**config.mk**
```make
export PLATFORM = sky130hd
export DESIGN_NAME = plac_port
export DESIGN_NICKNAME = d
export VERILOG_FILES = /design/src/plac_pkg.sv /design/src/plac_sync.sv /design/src/plac_port.sv
export SDC_FILE = /design/constraint.sdc
export NUM_CORES = 1
export LEC_CHECK = 0
export BUFFER_PORTS_ARGS = -buffer_cell sky130_fd_sc_hd__buf_4
export CORE_UTILIZATION = 38
export CTS_CLUSTER_SIZE = 14
export DETAILED_ROUTE_END_ITERATION = 10
export PLACE_DENSITY = 0.72
export SLEW_MARGIN = 5
export SYNTH_ARGS = -nofsm -noshare
export SYNTH_HDL_FRONTEND = slang
export SYNTH_HIERARCHICAL = 1
export SYNTH_SLANG_ARGS = --single-unit
```
**constraint.sdc**
```tcl
create_clock -name sys_clk -period 3.7 [get_ports sys_clk]
set_input_delay 0.37 -clock sys_clk [delete_from_list [all_inputs] [get_ports sys_clk]]
set_output_delay 0.37 -clock sys_clk [all_outputs]
set_load 0.02 [all_outputs]
```
**src/plac_pkg.sv**
```systemverilog
package plac_pkg;
  // ***********************************
  // widths
  // ***********************************
  localparam int PORT_W = 8;
  localparam int AXI_AW = 32;
  localparam int AXI_DW = 32;
  // ***********************************
  // register byte offsets
  // ***********************************
  localparam logic [AXI_AW-1:0] OFS_LATCH = 32'h00000000;
  localparam logic [AXI_AW-1:0] OFS_DIRECTION = 32'h00000004;
  localparam logic [AXI_AW-1:0] OFS_INBUF = 32'h00000008;
  localparam logic [AXI_AW-1:0] OFS_ODRIVE = 32'h0000000c;
  localparam logic [AXI_AW-1:0] OFS_ANALOG = 32'h00000010;
  localparam logic [AXI_AW-1:0] OFS_REDIRECT = 32'h00000014;
  localparam logic [AXI_AW-1:0] OFS_RMW = 32'h00000018;
  localparam logic [AXI_AW-1:0] OFS_PINRAW = 32'h0000001c;
  // ***********************************
  // reset values
  // ***********************************
  localparam logic [PORT_W-1:0] RST_LATCH = 8'h00;
  localparam logic [PORT_W-1:0] RST_DIRECTION = 8'hff;
  localparam logic [PORT_W-1:0] RST_INBUF = 8'h00;
  localparam logic [PORT_W-1:0] RST_ODRIVE = 8'h00;
  localparam logic [PORT_W-1:0] RST_ANALOG = 8'hff;
  localparam logic [PORT_W-1:0] RST_REDIRECT = 8'h00;
  // ***********************************
  // fields and pin positions
  // ***********************************
  localparam int SERIAL_REDIRECT_POS = 1;
  localparam int RX_DEF_BIT = 0;
  localparam int RX_RELOC_BIT = 6;
  localparam int TX_DEF_BIT = 1;
  localparam int TX_RELOC_BIT = 7;
  localparam int RMW_OP_LSB = 8;
  localparam logic [1:0] RMW_AND = 2'h0;
  localparam logic [1:0] RMW_OR = 2'h1;
  localparam logic [1:0] RMW_XOR = 2'h2;
  localparam logic [1:0] RMW_MOVE = 2'h3;
  localparam logic [1:0] RESP_OKAY = 2'h0;
  localparam logic [1:0] RESP_SLVERR = 2'h2;
  typedef enum logic [1:0] {WR_COLLECT, WR_RESP} plac_wr_t;
endpackage : plac_pkg

```
**src/plac_sync.sv**
```systemverilog
`timescale 1ns/1ps
module plac_sync #(
  parameter int W = 8
) (
  input wire logic sys_clk,
  input wire logic resetn,
  input wire logic [W-1:0] asyncIn,
  output logic [W-1:0] syncOut
);
  logic [W-1:0] stage1;
  logic [W-1:0] next_stage1;
  logic [W-1:0] next_syncOut;

  // first stage feeds only the second
  always_comb begin
    next_stage1 = asyncIn;
    next_syncOut = stage1;
  end

  always_ff @(posedge sys_clk or negedge resetn) begin
    if (!resetn) begin
      stage1 <= '0;
      syncOut <= '0;
    end else begin
      stage1 <= next_stage1;
      syncOut <= next_syncOut;
    end
  end
endmodule : plac_sync

```
**src/plac_port.sv**
```systemverilog
// Notes on behaviour
// output mode writes latch, latch drives pin
// latch keeps value until next write
// reset clears every latch bit
// input mode write updates latch, driver off
// output bit reads return latch value
// input bit reads return pin level
// reads never modify the latch
// output bit operations use latch operand
// input bit operations use pin operand
// per-bit one selects ttl input buffer
// open-drain bit leaves high latch undriven
// after reset all pins input, undriven
// software sets latch, open-drain, then output
// open-drain output still passes pin input
// software sets direction and latch per function
// software parks unused alternate outputs idle
// redirect bit moves serial pins elsewhere
// analog bit one selects analog path
// analog bits reset to one
// pin input synchronised before use
//
// Decided for this implementation: the register addresses and register access over AXI4-Lite.
`timescale 1ns/1ps
module plac_port (
  input wire logic sys_clk,
  input wire logic resetn,
  input wire logic [plac_pkg::AXI_AW-1:0] s_axi_awaddr,
  input wire logic s_axi_awvalid,
  output logic s_axi_awready,
  input wire logic [plac_pkg::AXI_DW-1:0] s_axi_wdata,
  input wire logic [3:0] s_axi_wstrb,
  input wire logic s_axi_wvalid,
  output logic s_axi_wready,
  output logic [1:0] s_axi_bresp,
  output logic s_axi_bvalid,
  input wire logic s_axi_bready,
  input wire logic [plac_pkg::AXI_AW-1:0] s_axi_araddr,
  input wire logic s_axi_arvalid,
  output logic s_axi_arready,
  output logic [plac_pkg::AXI_DW-1:0] s_axi_rdata,
  output logic [1:0] s_axi_rresp,
  output logic s_axi_rvalid,
  input wire logic s_axi_rready,
  input wire logic [plac_pkg::PORT_W-1:0] pinIn,
  output logic [plac_pkg::PORT_W-1:0] pinOut,
  output logic [plac_pkg::PORT_W-1:0] pinOe,
  output logic [plac_pkg::PORT_W-1:0] ttlSel,
  output logic [plac_pkg::PORT_W-1:0] analogSel,
  output logic [plac_pkg::PORT_W-1:0] serialDataIn,
  output logic asyncRxInput,
  input wire logic asyncTxOutput
);
  import plac_pkg::*;

  // ***********************************
  // state
  // ***********************************
  plac_wr_t wrState;
  plac_wr_t next_wrState;
  logic awGot, next_awGot;
  logic wGot, next_wGot;
  logic [AXI_AW-1:0] awAddr, next_awAddr;
  logic [AXI_DW-1:0] wData, next_wData;
  logic [3:0] wStrb, next_wStrb;
  logic [1:0] bresp, next_bresp;
  logic rvalid, next_rvalid;
  logic [AXI_DW-1:0] rdata, next_rdata;
  logic [1:0] rresp, next_rresp;
  logic [PORT_W-1:0] latch, next_latch;
  logic [PORT_W-1:0] direction, next_direction;
  logic [PORT_W-1:0] inBuf, next_inBuf;
  logic [PORT_W-1:0] oDrive, next_oDrive;
  logic [PORT_W-1:0] analog, next_analog;
  logic [PORT_W-1:0] redirect, next_redirect;
  logic [PORT_W-1:0] pinOutQ, next_pinOut;
  logic [PORT_W-1:0] pinOeQ, next_pinOe;
  logic [PORT_W-1:0] pinSync;
  logic [PORT_W-1:0] readPort;
  logic [PORT_W-1:0] rmwResult;
  logic [PORT_W-1:0] pinData;
  logic doWrite;
  logic wrHit;
  logic arHit;
  logic serialRedirect;

  // ***********************************
  // pin input synchroniser
  // ***********************************
  plac_sync #(.W(PORT_W)) u_sync (
    .sys_clk(sys_clk),
    .resetn(resetn),
    .asyncIn(pinIn),
    .syncOut(pinSync)
  );

  // ***********************************
  // port datapath
  // ***********************************
  assign serialRedirect = redirect[SERIAL_REDIRECT_POS];
  // analog bits in input mode read zero on the digital side; output bits read the latch
  assign readPort = (direction & pinSync & ~analog) | (~direction & latch);

  always_comb begin
    rmwResult = readPort;
    unique case (wData[RMW_OP_LSB+1:RMW_OP_LSB])
      RMW_AND: rmwResult = readPort & wData[PORT_W-1:0];
      RMW_OR: rmwResult = readPort | wData[PORT_W-1:0];
      RMW_XOR: rmwResult = readPort ^ wData[PORT_W-1:0];
      RMW_MOVE: rmwResult = readPort;
    endcase
  end

  always_comb begin
    pinData = latch;
    // transmit is gated by the latch, so a latch of one lets it through
    if (serialRedirect) begin
      pinData[TX_RELOC_BIT] = latch[TX_RELOC_BIT] & asyncTxOutput;
    end else begin
      pinData[TX_DEF_BIT] = latch[TX_DEF_BIT] & asyncTxOutput;
    end
    next_pinOut = pinData;
    next_pinOe = ~direction & ~analog & ~(oDrive & pinData);
  end

  always_ff @(posedge sys_clk or negedge resetn) begin
    if (!resetn) begin
      pinOutQ <= '0;
      pinOeQ <= '0;
    end else begin
      pinOutQ <= next_pinOut;
      pinOeQ <= next_pinOe;
    end
  end

  assign pinOut = pinOutQ;
  assign pinOe = pinOeQ;
  assign ttlSel = inBuf;
  assign analogSel = analog;
  // open-drain output still hears the wire, for two-wire data
  assign serialDataIn = pinSync;
  assign asyncRxInput = serialRedirect ? pinSync[RX_RELOC_BIT] : pinSync[RX_DEF_BIT];

  // ***********************************
  // axi write channel
  // ***********************************
  assign s_axi_awready = !awGot && (wrState == WR_COLLECT);
  assign s_axi_wready = !wGot && (wrState == WR_COLLECT);
  assign doWrite = awGot && wGot && (wrState == WR_COLLECT);
  assign wrHit = (awAddr[AXI_AW-1:5] == '0) && (awAddr[1:0] == 2'h0);

  always_comb begin
    next_wrState = wrState;
    next_awGot = awGot;
    next_wGot = wGot;
    next_awAddr = awAddr;
    next_wData = wData;
    next_wStrb = wStrb;
    next_bresp = bresp;
    next_latch = latch;
    next_direction = direction;
    next_inBuf = inBuf;
    next_oDrive = oDrive;
    next_analog = analog;
    next_redirect = redirect;
    if (s_axi_awvalid && s_axi_awready) begin
      next_awGot = 1'b1;
      next_awAddr = s_axi_awaddr;
    end
    if (s_axi_wvalid && s_axi_wready) begin
      next_wGot = 1'b1;
      next_wData = s_axi_wdata;
      next_wStrb = s_axi_wstrb;
    end
    unique case (wrState)
      WR_COLLECT: begin
        if (doWrite) begin
          next_wrState = WR_RESP;
          next_awGot = 1'b0;
          next_wGot = 1'b0;
          next_bresp = wrHit ? RESP_OKAY : RESP_SLVERR;
          if (wrHit && wStrb[0]) begin
            unique case (awAddr)
              OFS_LATCH: next_latch = wData[PORT_W-1:0];
              OFS_DIRECTION: next_direction = wData[PORT_W-1:0];
              OFS_INBUF: next_inBuf = wData[PORT_W-1:0];
              OFS_ODRIVE: next_oDrive = wData[PORT_W-1:0];
              OFS_ANALOG: next_analog = wData[PORT_W-1:0];
              OFS_REDIRECT: next_redirect = wData[PORT_W-1:0] & 8'h02;
              OFS_RMW: begin
                if (wStrb[1]) begin
                  next_latch = rmwResult;
                end
              end
              default: begin
              end
            endcase
          end
        end
      end
      WR_RESP: begin
        if (s_axi_bready) begin
          next_wrState = WR_COLLECT;
        end
      end
    endcase
  end

  always_ff @(posedge sys_clk or negedge resetn) begin
    if (!resetn) begin
      wrState <= WR_COLLECT;
      awGot <= 1'b0;
      wGot <= 1'b0;
      awAddr <= '0;
      wData <= '0;
      wStrb <= 4'h0;
      bresp <= RESP_OKAY;
      latch <= RST_LATCH;
      direction <= RST_DIRECTION;
      inBuf <= RST_INBUF;
      oDrive <= RST_ODRIVE;
      analog <= RST_ANALOG;
      redirect <= RST_REDIRECT;
    end else begin
      wrState <= next_wrState;
      awGot <= next_awGot;
      wGot <= next_wGot;
      awAddr <= next_awAddr;
      wData <= next_wData;
      wStrb <= next_wStrb;
      bresp <= next_bresp;
      latch <= next_latch;
      direction <= next_direction;
      inBuf <= next_inBuf;
      oDrive <= next_oDrive;
      analog <= next_analog;
      redirect <= next_redirect;
    end
  end

  assign s_axi_bvalid = (wrState == WR_RESP);
  assign s_axi_bresp = bresp;

  // ***********************************
  // axi read channel
  // ***********************************
  assign s_axi_arready = !rvalid;
  assign arHit = (s_axi_araddr[AXI_AW-1:5] == '0) && (s_axi_araddr[1:0] == 2'h0);

  always_comb begin
    next_rvalid = rvalid;
    next_rdata = rdata;
    next_rresp = rresp;
    if (rvalid && s_axi_rready) begin
      next_rvalid = 1'b0;
    end
    if (s_axi_arvalid && s_axi_arready) begin
      next_rvalid = 1'b1;
      next_rresp = arHit ? RESP_OKAY : RESP_SLVERR;
      next_rdata = '0;
      if (arHit) begin
        unique case (s_axi_araddr)
          OFS_LATCH: next_rdata[PORT_W-1:0] = readPort;
          OFS_DIRECTION: next_rdata[PORT_W-1:0] = direction;
          OFS_INBUF: next_rdata[PORT_W-1:0] = inBuf;
          OFS_ODRIVE: next_rdata[PORT_W-1:0] = oDrive;
          OFS_ANALOG: next_rdata[PORT_W-1:0] = analog;
          OFS_REDIRECT: next_rdata[PORT_W-1:0] = redirect;
          OFS_PINRAW: next_rdata[PORT_W-1:0] = pinSync;
          default: next_rdata = '0;
        endcase
      end
    end
  end

  always_ff @(posedge sys_clk or negedge resetn) begin
    if (!resetn) begin
      rvalid <= 1'b0;
      rdata <= '0;
      rresp <= RESP_OKAY;
    end else begin
      rvalid <= next_rvalid;
      rdata <= next_rdata;
      rresp <= next_rresp;
    end
  end

  assign s_axi_rvalid = rvalid;
  assign s_axi_rdata = rdata;
  assign s_axi_rresp = rresp;

  // ***********************************
  // checks
  // ***********************************
  a_reset_latch_clear: assert property (@(posedge sys_clk) disable iff (!resetn)
    $rose(resetn) |-> (latch == 8'h00) && (pinOe == 8'h00))
    else $error("latch or drive not clear after reset");
  a_latch_write_value: assert property (@(posedge sys_clk) disable iff (!resetn)
    doWrite && wrHit && wStrb[0] && (awAddr == OFS_LATCH)
    |=> latch == $past(wData[PORT_W-1:0]))
    else $error("latch write lost");
  a_latch_holds: assert property (@(posedge sys_clk) disable iff (!resetn)
    !doWrite |=> $stable(latch))
    else $error("latch changed without write");
  a_input_undriven: assert property (@(posedge sys_clk) disable iff (!resetn)
    direction == 8'hff |=> pinOe == 8'h00)
    else $error("input pin driven");
  a_open_drain_high: assert property (@(posedge sys_clk) disable iff (!resetn)
    ##1 (pinOe & $past(oDrive) & pinOut) == 8'h00)
    else $error("open drain drives high");
  a_read_port_value: assert property (@(posedge sys_clk) disable iff (!resetn)
    s_axi_arvalid && s_axi_arready && (s_axi_araddr == OFS_LATCH)
    |=> s_axi_rvalid && (s_axi_rdata[PORT_W-1:0] ==
      (($past(direction) & $past(pinSync) & ~$past(analog)) |
       (~$past(direction) & $past(latch)))))
    else $error("port read value wrong");
  a_rmw_result: assert property (@(posedge sys_clk) disable iff (!resetn)
    doWrite && wrHit && (wStrb[1:0] == 2'h3) && (awAddr == OFS_RMW)
      && (wData[RMW_OP_LSB+1:RMW_OP_LSB] == RMW_XOR)
    |=> latch == ($past(readPort) ^ $past(wData[PORT_W-1:0])))
    else $error("operation result wrong");
  a_rx_route: assert property (@(posedge sys_clk) disable iff (!resetn)
    serialRedirect |-> asyncRxInput == pinSync[RX_RELOC_BIT])
    else $error("receive input not relocated");
  a_sync_two_stage: assert property (@(posedge sys_clk) disable iff (!resetn)
    resetn |-> ##2 serialDataIn == $past(pinIn, 2))
    else $error("pin sync latency wrong");
  a_write_response: assert property (@(posedge sys_clk) disable iff (!resetn)
    s_axi_awvalid && s_axi_awready && s_axi_wvalid && s_axi_wready
    |-> ##2 s_axi_bvalid)
    else $error("write response late");
  a_analog_undriven: assert property (@(posedge sys_clk) disable iff (!resetn)
    ##1 (pinOe & $past(analog)) == 8'h00)
    else $error("analog pin driven");
endmodule : plac_port

```
Yosys cells after proc, flatten, opt, wreduce, memory -nomap -nowiden
Index checks and enable logic that the tools add are counted.

word-level totals
  bits in registers = 158
  input bits = 116
  output and inout port bits = 82
  logic and storage cells = 107

cells by class
  equal/unequal tests = 19
  mux-type cells = 21
  bitwise gates (word level) = 15
  reductions and logical operators = 32

operators with widths
  kind                 count
  $eq 32x5->1 const B  6
  $eq 32x4->1 const B  4
  $eq 32x3->1 const B  2
  $logic_not 32->1     2
  $and 8x8->8          7
  $pmux 8 s7           1
  $logic_not 27->1     2
  $pmux 8 s4           1
  $not 8->8            3
  $reduce_and 4->1     5
  $mux 8               2
  $or 8x8->8           2
  $pmux 8 s2           1
  $logic_and 1x1->1    11
  $mux 1               11
  $logic_not 2->1      4
  $mux 2               4
  $xor 8x8->8          1
  $reduce_and 5->1     1
  $eq 2x1->1 const B   2
  $eq 2x2->1 const B   2
  $ne 2x2->1 const B   2
  $pmux 2 s2           1
  $reduce_and 2->1     2
  4 further kinds      8

Depth between registers and ports, before layout
Gate-level depths: netlist of the first run.

  depth in word-level cells = 7
  depth in mapped cells = 9

Hierarchy
Netlist of the first run, hierarchy kept.

modules (own cells, without submodules)
  module     times used  cells each  area an instance (µm²)  seq. area each (µm²)
  plac_port  1           467         5630.4                  2897.8
  plac_sync  1           16          400.4                   400.4

Least setup slack after synthesis of the first run
No wires, ideal clock.

  path kind = register to register
  start point = reg analog[4] (netlist: analogSel[4])
  end point = reg latch[4]
  arrival = 2215 ps
  required time = 3575 ps
  slack = 1360 ps
  cell stages (with the launch flop) = 9
  period minus slack after synthesis = 2340 ps
  path through = dfstp_2 -> and3b_1 -> or2_2 -> inv_1 -> ha_1 -> a222oi_1 -> o21ai_0 -> mux2_2 -> mux2_2

between the ends
  cells in the longest elaborated chain, start to end = 7
  elaborated cells on any way between the ends = 9
  those cells by class = 3 x mux; 6 x bitwise

ends and longest elaborated chain
  item                                       RTL line          text
  start, declared                            plac_port.sv:74   logic [PORT_W-1:0] analog, next_analog;
  start signal, assigned                     plac_port.sv:236  analog <= next_analog;
  $not 8->8 (*)                              plac_port.sv:102  assign readPort = (direction & pinSync & ~analog) | (~direction & latch);
  $and 8x8->8 (*)                            plac_port.sv:102
  $or 8x8->8 (*)                             plac_port.sv:102
  $xor 8x8->8, or another cell as far along  plac_port.sv:109  RMW_XOR: rmwResult = readPort ^ wData[PORT_W-1:0];
  $pmux 8 s4 (*)                             plac_port.sv:106  unique case (wData[RMW_OP_LSB+1:RMW_OP_LSB])
  $mux 8 (*)                                 plac_port.sv:191  if (wStrb[1]) begin
  $pmux 8 s2 (*)                             plac_port.sv:183  unique case (awAddr)
  end signal, assigned                       plac_port.sv:232  latch <= next_latch;
  end, declared                              plac_port.sv:70   logic [PORT_W-1:0] latch, next_latch;

Mark *: on every way between the ends. The rest lies on a longest branch, timed or not. The select of a mux whose other input is x is not followed.
A chain may end at the register's enable or synchronous reset.

Final worst setup path of the first run
  start point = reg awAddr[1]
  end point = reg oDrive[6]

between the ends
  cells in the longest elaborated chain, start to end = 4
  elaborated cells on any way between the ends = 5
  those cells by class = 1 x eq/ne; 4 x reduce/logical

ends and longest elaborated chain
  item                                                                 RTL line          text
  start, declared                                                      plac_port.sv:63   logic [AXI_AW-1:0] awAddr, next_awAddr;
  start signal, assigned                                               plac_port.sv:228  awAddr <= next_awAddr;
  parallel branches: the longest is 3 deep, another holds $eq 32x4->1  n/a
  $reduce_and 4->1 (no line) (*)                                       n/a
  end signal, assigned                                                 plac_port.sv:235  oDrive <= next_oDrive;
  end, declared                                                        plac_port.sv:73   logic [PORT_W-1:0] oDrive, next_oDrive;

Every way passes the cells marked *.

==> flow_summary.json, run 1 <==
{
  "outcome": "finished, final reports clean",
  "via_per_inst": 5.07,
  "h-tree-depth": 4,
  "dp_cells": 829,
  "fin_tns_setup_ps": 0,
  "drive_gt1_frac": 0.461,
  "drcViolationCount": 0,
  "utilization": 0.518,
  "ys_types": 40,
  "setup_viol": 0,
  "synth.area.top_cells": "dfrtp_1, mux2_2, dfstp_2, ha_1, buf_4",
  "syn_avg_cell_area_um2": 12.5,
  "initial_utilization": 0.392,
  "cts_tree": "yes",
  "fill_cells": 1371,
  "grt_use_total": 0.193,
  "yosysSeqAreaShare": 0.547,
  "synth_edf_count": 0,
  "power_density_nw_per_um2": 607,
  "coreArea_um2": 15400,
  "hold_path_class": "input port to flop",
  "yosysWarnings": 6,
  "ant_nets": 0,
  "yosysMostFrequentCell": "dfrtp_1",
  "hold_violations": 0,
  "timing.final.crit_share": 0.724,
  "yosys-top-cells-count": "dfrtp_1, mux2_2, nand2_1, inv_1, buf_4",
  "drtIter0Drc": 197,
  "slew-limit-headroom": 0.335,
  "io_buffers": 147,
  "grt_use_met3": 0.0664,
  "vias": 4374,
  "worstSetupStartpointType": "flop",
  "fmax_mhz": 373,
  "top_level_ports": 198,
  "maxCapViolCount": 0,
  "dpl.hpwl_um": 10800,
  "instances_no_fill": 862,
  "cp-end-kind": "flop",
  "required_ps": 4000,
  "n_antenna_cell": 0,
  "cts_sinks": 131,
  "rsz0062_at_grt": "false",
  "synth.ff_latch_count": 131,
  "slew_violations": 0,
  "syn_area_um2": 6030,
  "tightest_slew_ps": 993,
  "pre_cts_ws_ps": 1060,
  "post_cts_buffers": 0,
  "die_h_um": 128,
  "syn_to_final_growth_pct": 31.9,
  "setup_ws_ps": 1020,
  "first_pass_iters": 5,
  "grt_pass1_wl_um": 23600,
  "wl_per_cell_um": 17.7,
  "cts_made_buffers": 17,
  "grtUsageMet1": 0.223,
  "gp_congestion": 0.803,
  "finClkSkew_ps": 11.8,
  "worstSetupPathType": "flop to flop",
  "yosysTopAreaCell": "dfrtp_1",
  "row_count": 45,
  "clockBufferDepth": 2,
  "grt_pass1_vias": 4505,
  "dieArea_um2": 16400,
  "gr-usage-met2": 0.340,
  "synth-main-ff-cell": "dfrtp_1",
  "critPathMaxFanout": 8,
  "clk_pin_slew_worst_paths_ps": 60,
  "final_nets": 770,
  "netlist_instances": 483,
  "yosysTopAreaCellShare": 0.477,
  "p_leak_nw": 3.83,
  "antenna_found_initial": 0,
  "grt_overflow_total": 0,
  "clk_latency_ps": 420,
  "synth-async-reset-ratio": 1.00,
  "peakVddDrop_mv": 0.519,
  "routed_wl_um": 15300,
  "fin_crit_ps": 2680,
  "root_buffer": "clkbuf_16",
  "chipWidth_um": 128,
  "grt_max_degree": 53,
  "grt-busiest-layer": "met2",
  "arrival_ps": 2980
}
registers in the layout (all words and copies together), names as in the netlist, 2 cells and up:
name                 cells
awAddr                  32
wData                   10
analogSel                8
direction                8
latch                    8
oDrive                   8
pinOe                    8
pinOut                   8
s_axi_rdata              8
ttlSel                   8
u_sync/next_syncOut      8
u_sync/syncOut           8
wStrb                    2
worst paths after layout:
path,from,end,slack [ps],cells after the start
max in group asynchronous,resetn,direction[1]$_DFFE_PN1P_,2200,3
hold / removal,pinIn[1],u_sync/next_syncOut[1]$_DFF_PN0_,60,1
min in group asynchronous,resetn,pinOut[5]$_DFF_PN0_,530,2
setup / recovery,awAddr[1]$_DFFE_PN0P_,oDrive[6]$_DFFE_PN0P_,1020,5
setup reg to reg,awAddr[1]$_DFFE_PN0P_,oDrive[6]$_DFFE_PN0P_,1020,5
hold reg to reg,u_sync/next_syncOut[3]$_DFF_PN0_,u_sync/syncOut[3]$_DFF_PN0_,350,0
repair_timing:
item,4_1_cts,5_1_grt
setup endpoints to repair,0,0
endpoints found under the hold margin,8,0
resized for setup,0,0
hold buffers,1,0
metrics by stage:
step,area [µm²],hold WS [ps],power (mW)
final,7960,58.5,4.83
after global placement,7270,333,2.87
after CTS,7960,42.6,4.87
after floorplan,6120,74.4,2.60
after global routing,7960,43.2,5.08
after detailed placement,7270,335,2.95
critical path: stages, from the launching register on:
cell	delay [ps]
dfrtp_1	380
nor4_1	320
nand4_1	240
nor3_2	440
nor4b_4	760
mux2_2	420
cell families after synthesis:
| kind of cell | count (synthesis) | synth area share |
|---|---|---|
| flops | 131 | 0.547 |
| simple gates | 106 | 0.0979 |
| mux | 94 | 0.188 |
| buf+inv | 74 | 0.0624 |
| compound gates | 61 | 0.0712 |
| fa+ha+maj | 16 | 0.0332 |
| other cells | 1 | 0.000622 |
cell usage in the layout (no fill, tap or decap), drive strengths merged, types with 2 or more instances in the layout:
cell / synthesis / final
buf: 27 / 152
dfrtp: 115 / 115
o2111ai: 7 / 7
inv: 32 / 32
nor2: 9 / 9
mux2: 83 / 83
clkbuf: 15 / 18
o21ai: 22 / 22
mux2i: 4 / 4
nand4: 7 / 7
a21o: 2 / 2
nand2: 39 / 39
bufinv: 0 / 6
a222oi: 8 / 8
nor2b: 10 / 10
ha: 16 / 16
and2: 4 / 4
and3b: 7 / 7
dfstp: 16 / 16
nor3: 3 / 3
mux4: 7 / 7
clkinvlp: 0 / 4
clkinv: 0 / 4
conb: 1 / 26
a22oi: 7 / 7
nor4: 13 / 13
a211oi: 9 / 9
nand3: 3 / 3
or2: 7 / 7
power breakdown:
group          switching [mW]  internal (mW)
Sequential              0.242           1.71
Combinational           0.502          0.478
Clock                   0.623           1.28
Total                    1.37           3.46
area by class of cell:
class / instances / area (µm²) / area share
well taps: 211 / 264 / 0.0332
inverters: 32 / 120 / 0.0151
flip-flops and latches: 131 / 3300 / 0.415
clock inverters: 14 / 234 / 0.0294
multi-input cells: 303 / 2450 / 0.308
clock buffers: 18 / 439 / 0.0552
repair buffers: 153 / 1150 / 0.145
metal layers:
layer,wire length [µm],up-vias,share of wire
met4,181,0,0.012
met2,7750,194,0.51
met5,0,-,0
met3,1270,17,0.083
li1,-,1990,-
met1,6060,2173,0.40
Power figures use the tool's default switching activity.
==> run 2: changes to the inputs <==
Settings changed: PLACE_DENSITY 0.72 to 0.74.
Clock period 3.7 ns to 2.4 ns, I/O delays scaled along.
==> flow_summary.json, run 2 (synthesis gave the netlist of run 1 again) <==
{
  "wl_per_cell_um": 17.4,
  "h-tree-depth": 4,
  "hold_path_class": "input port to flop",
  "slew-limit-headroom": 0.543,
  "timing.final.crit_share": 0.963,
  "fin_crit_ps": 2310,
  "p_leak_nw": 3.94,
  "top_level_ports": 198,
  "peakVddDrop_mv": 0.626,
  "grt_max_degree": 80,
  "setup_ws_ps": 88.6,
  "layout_commonest_cell": "buf_4",
  "clk_pin_slew_worst_paths_ps": 60,
  "cts_made_buffers": 17,
  "row_count": 45,
  "final_nets": 796,
  "antenna_found_initial": 0,
  "worstSetupStartpointType": "flop",
  "clk_latency_ps": 420,
  "fmax_mhz": 433,
  "largest_reg_flops": 32,
  "critPathMaxFanout": 3,
  "required_ps": 2710,
  "pre_cts_ws_ps": -14.4,
  "arrival_ps": 2620,
  "routed_wl_um": 15500,
  "setup_viol": 0,
  "initial_utilization": 0.392,
  "ant_nets": 0,
  "via_per_inst": 5.01,
  "drcViolationCount": 0,
  "mostFrequentLayoutCells": "buf_4, dfrtp_1, mux2_2",
  "cts_sinks": 131,
  "root_buffer": "clkbuf_16",
  "tightest_slew_ps": 683,
  "grt_pass1_vias": 4658,
  "cp-end-kind": "flop",
  "drive_gt1_frac": 0.478,
  "finClkSkew_ps": 8.38,
  "gp_congestion": 0.804,
  "grt_overflow_total": 0,
  "grt_pass1_wl_um": 24200,
  "top_register": "awAddr",
  "top_regs": "awAddr (32), wData (10)",
  "cts_tree": "yes",
  "hold_violations": 0,
  "io_buffers": 147,
  "first_pass_iters": 6,
  "whs_ps": 19.4,
  "die_h_um": 128,
  "maxCapViolCount": 0,
  "dpl.hpwl_um": 11100,
  "grt_use_total": 0.198,
  "rsz0062_at_grt": "true",
  "drtIter0Drc": 218,
  "dieArea_um2": 16400,
  "coreArea_um2": 15400,
  "clockBufferDepth": 2,
  "n_antenna_cell": 0,
  "power_mw": 7.09,
  "vias": 4442,
  "outcome": "finished, final reports clean",
  "syn_to_final_growth_pct": 35.2,
  "power_density_nw_per_um2": 869,
  "chipWidth_um": 128,
  "slew_violations": 0,
  "worstSetupPathType": "flop to flop"
}
run 2: cell types whose count changed in the layout (fill, tap and decap cells not counted), sizes merged:
cell,before,now
clkbuf,18,26
buf,152,170
clkinv,4,3
dlygate4sd3,1,9
bufinv,6,2
clkinvlp,4,0
run 2: worst paths after layout:
kind | from | end | slack, ps | depth (start not counted)
min in group asynchronous | resetn | pinOut[5]$_DFF_PN0_ | 250 | 2
max | analogSel[4]$_DFFE_PN1P_ | latch[4]$_DFFE_PN0P_ | 90 | 8
max reg2reg | analogSel[4]$_DFFE_PN1P_ | latch[4]$_DFFE_PN0P_ | 90 | 8
max in group asynchronous | resetn | analogSel[1]$_DFFE_PN1P_ | 1390 | 3
min | s_axi_rready | s_axi_rvalid$_DFFE_PN0P_ | 20 | 2
min reg2reg | u_sync/next_syncOut[6]$_DFF_PN0_ | u_sync/syncOut[6]$_DFF_PN0_ | 350 | 0
run 2: worst max-delay path, stage by stage, from the launching register on:
cell      delay [ps]
dfstp_2          520
and3b_1          160
or2_4            270
inv_4             70
ha_4             180
a222oi_1         310
o21ai_1          140
mux2_4           280
mux2_2           260
run 2: where the power goes:
part | leakage (nW) | internal [mW] | switching (mW) | total, mW
Clock | 0.278 | 1.60 | 0.897 | 2.50
Sequential | 1.59 | 2.64 | 0.384 | 3.02
Combinational | 2.07 | 0.784 | 0.789 | 1.57
run 2: area by class of cell:
| cell class | instances | area (µm²) |
|---|---|---|
| fill | 1301 | 7210 |
| inverter | 32 | 123 |
| timing repair buffer | 179 | 1390 |
| tap | 211 | 264 |
| sequential | 131 | 3300 |
| clock buffer | 26 | 489 |
| clock inverter | 5 | 75.1 |
| multi-input combinational | 303 | 2520 |
run 2: timing repair:
item / 4_1_cts / 5_1_grt
hold buffers: 9 / 0
setup endpoints to repair: 2 / 23
hold endpoints to repair: 27 / 0
setup buffers: 0 / 6
pin swaps: 1 / 9
resized for setup: 2 / 25
run 2: layer usage:
metal | vias up | GRT usage | share of wire
met5 | - | 0 | 0
met4 | 0 | 0.0443 | 0.011
met3 | 16 | 0.0751 | 0.088
met2 | 192 | 0.347 | 0.50
met1 | 2192 | 0.231 | 0.40
li1 | 2042 | - | -
run 2: through the flow:
stage	utilization	cell area [µm²]	setup TNS, ps	instances
2_1_floorplan	-	6120	0	508
3_3_place_gp	0.481	7390	0	841
3_5_place_dp	0.481	7390	-14.4	841
4_1_cts	0.523	8040	0	881
5_1_grt	0.531	8160	-70.0	887
6_report	0.531	8160	0	887
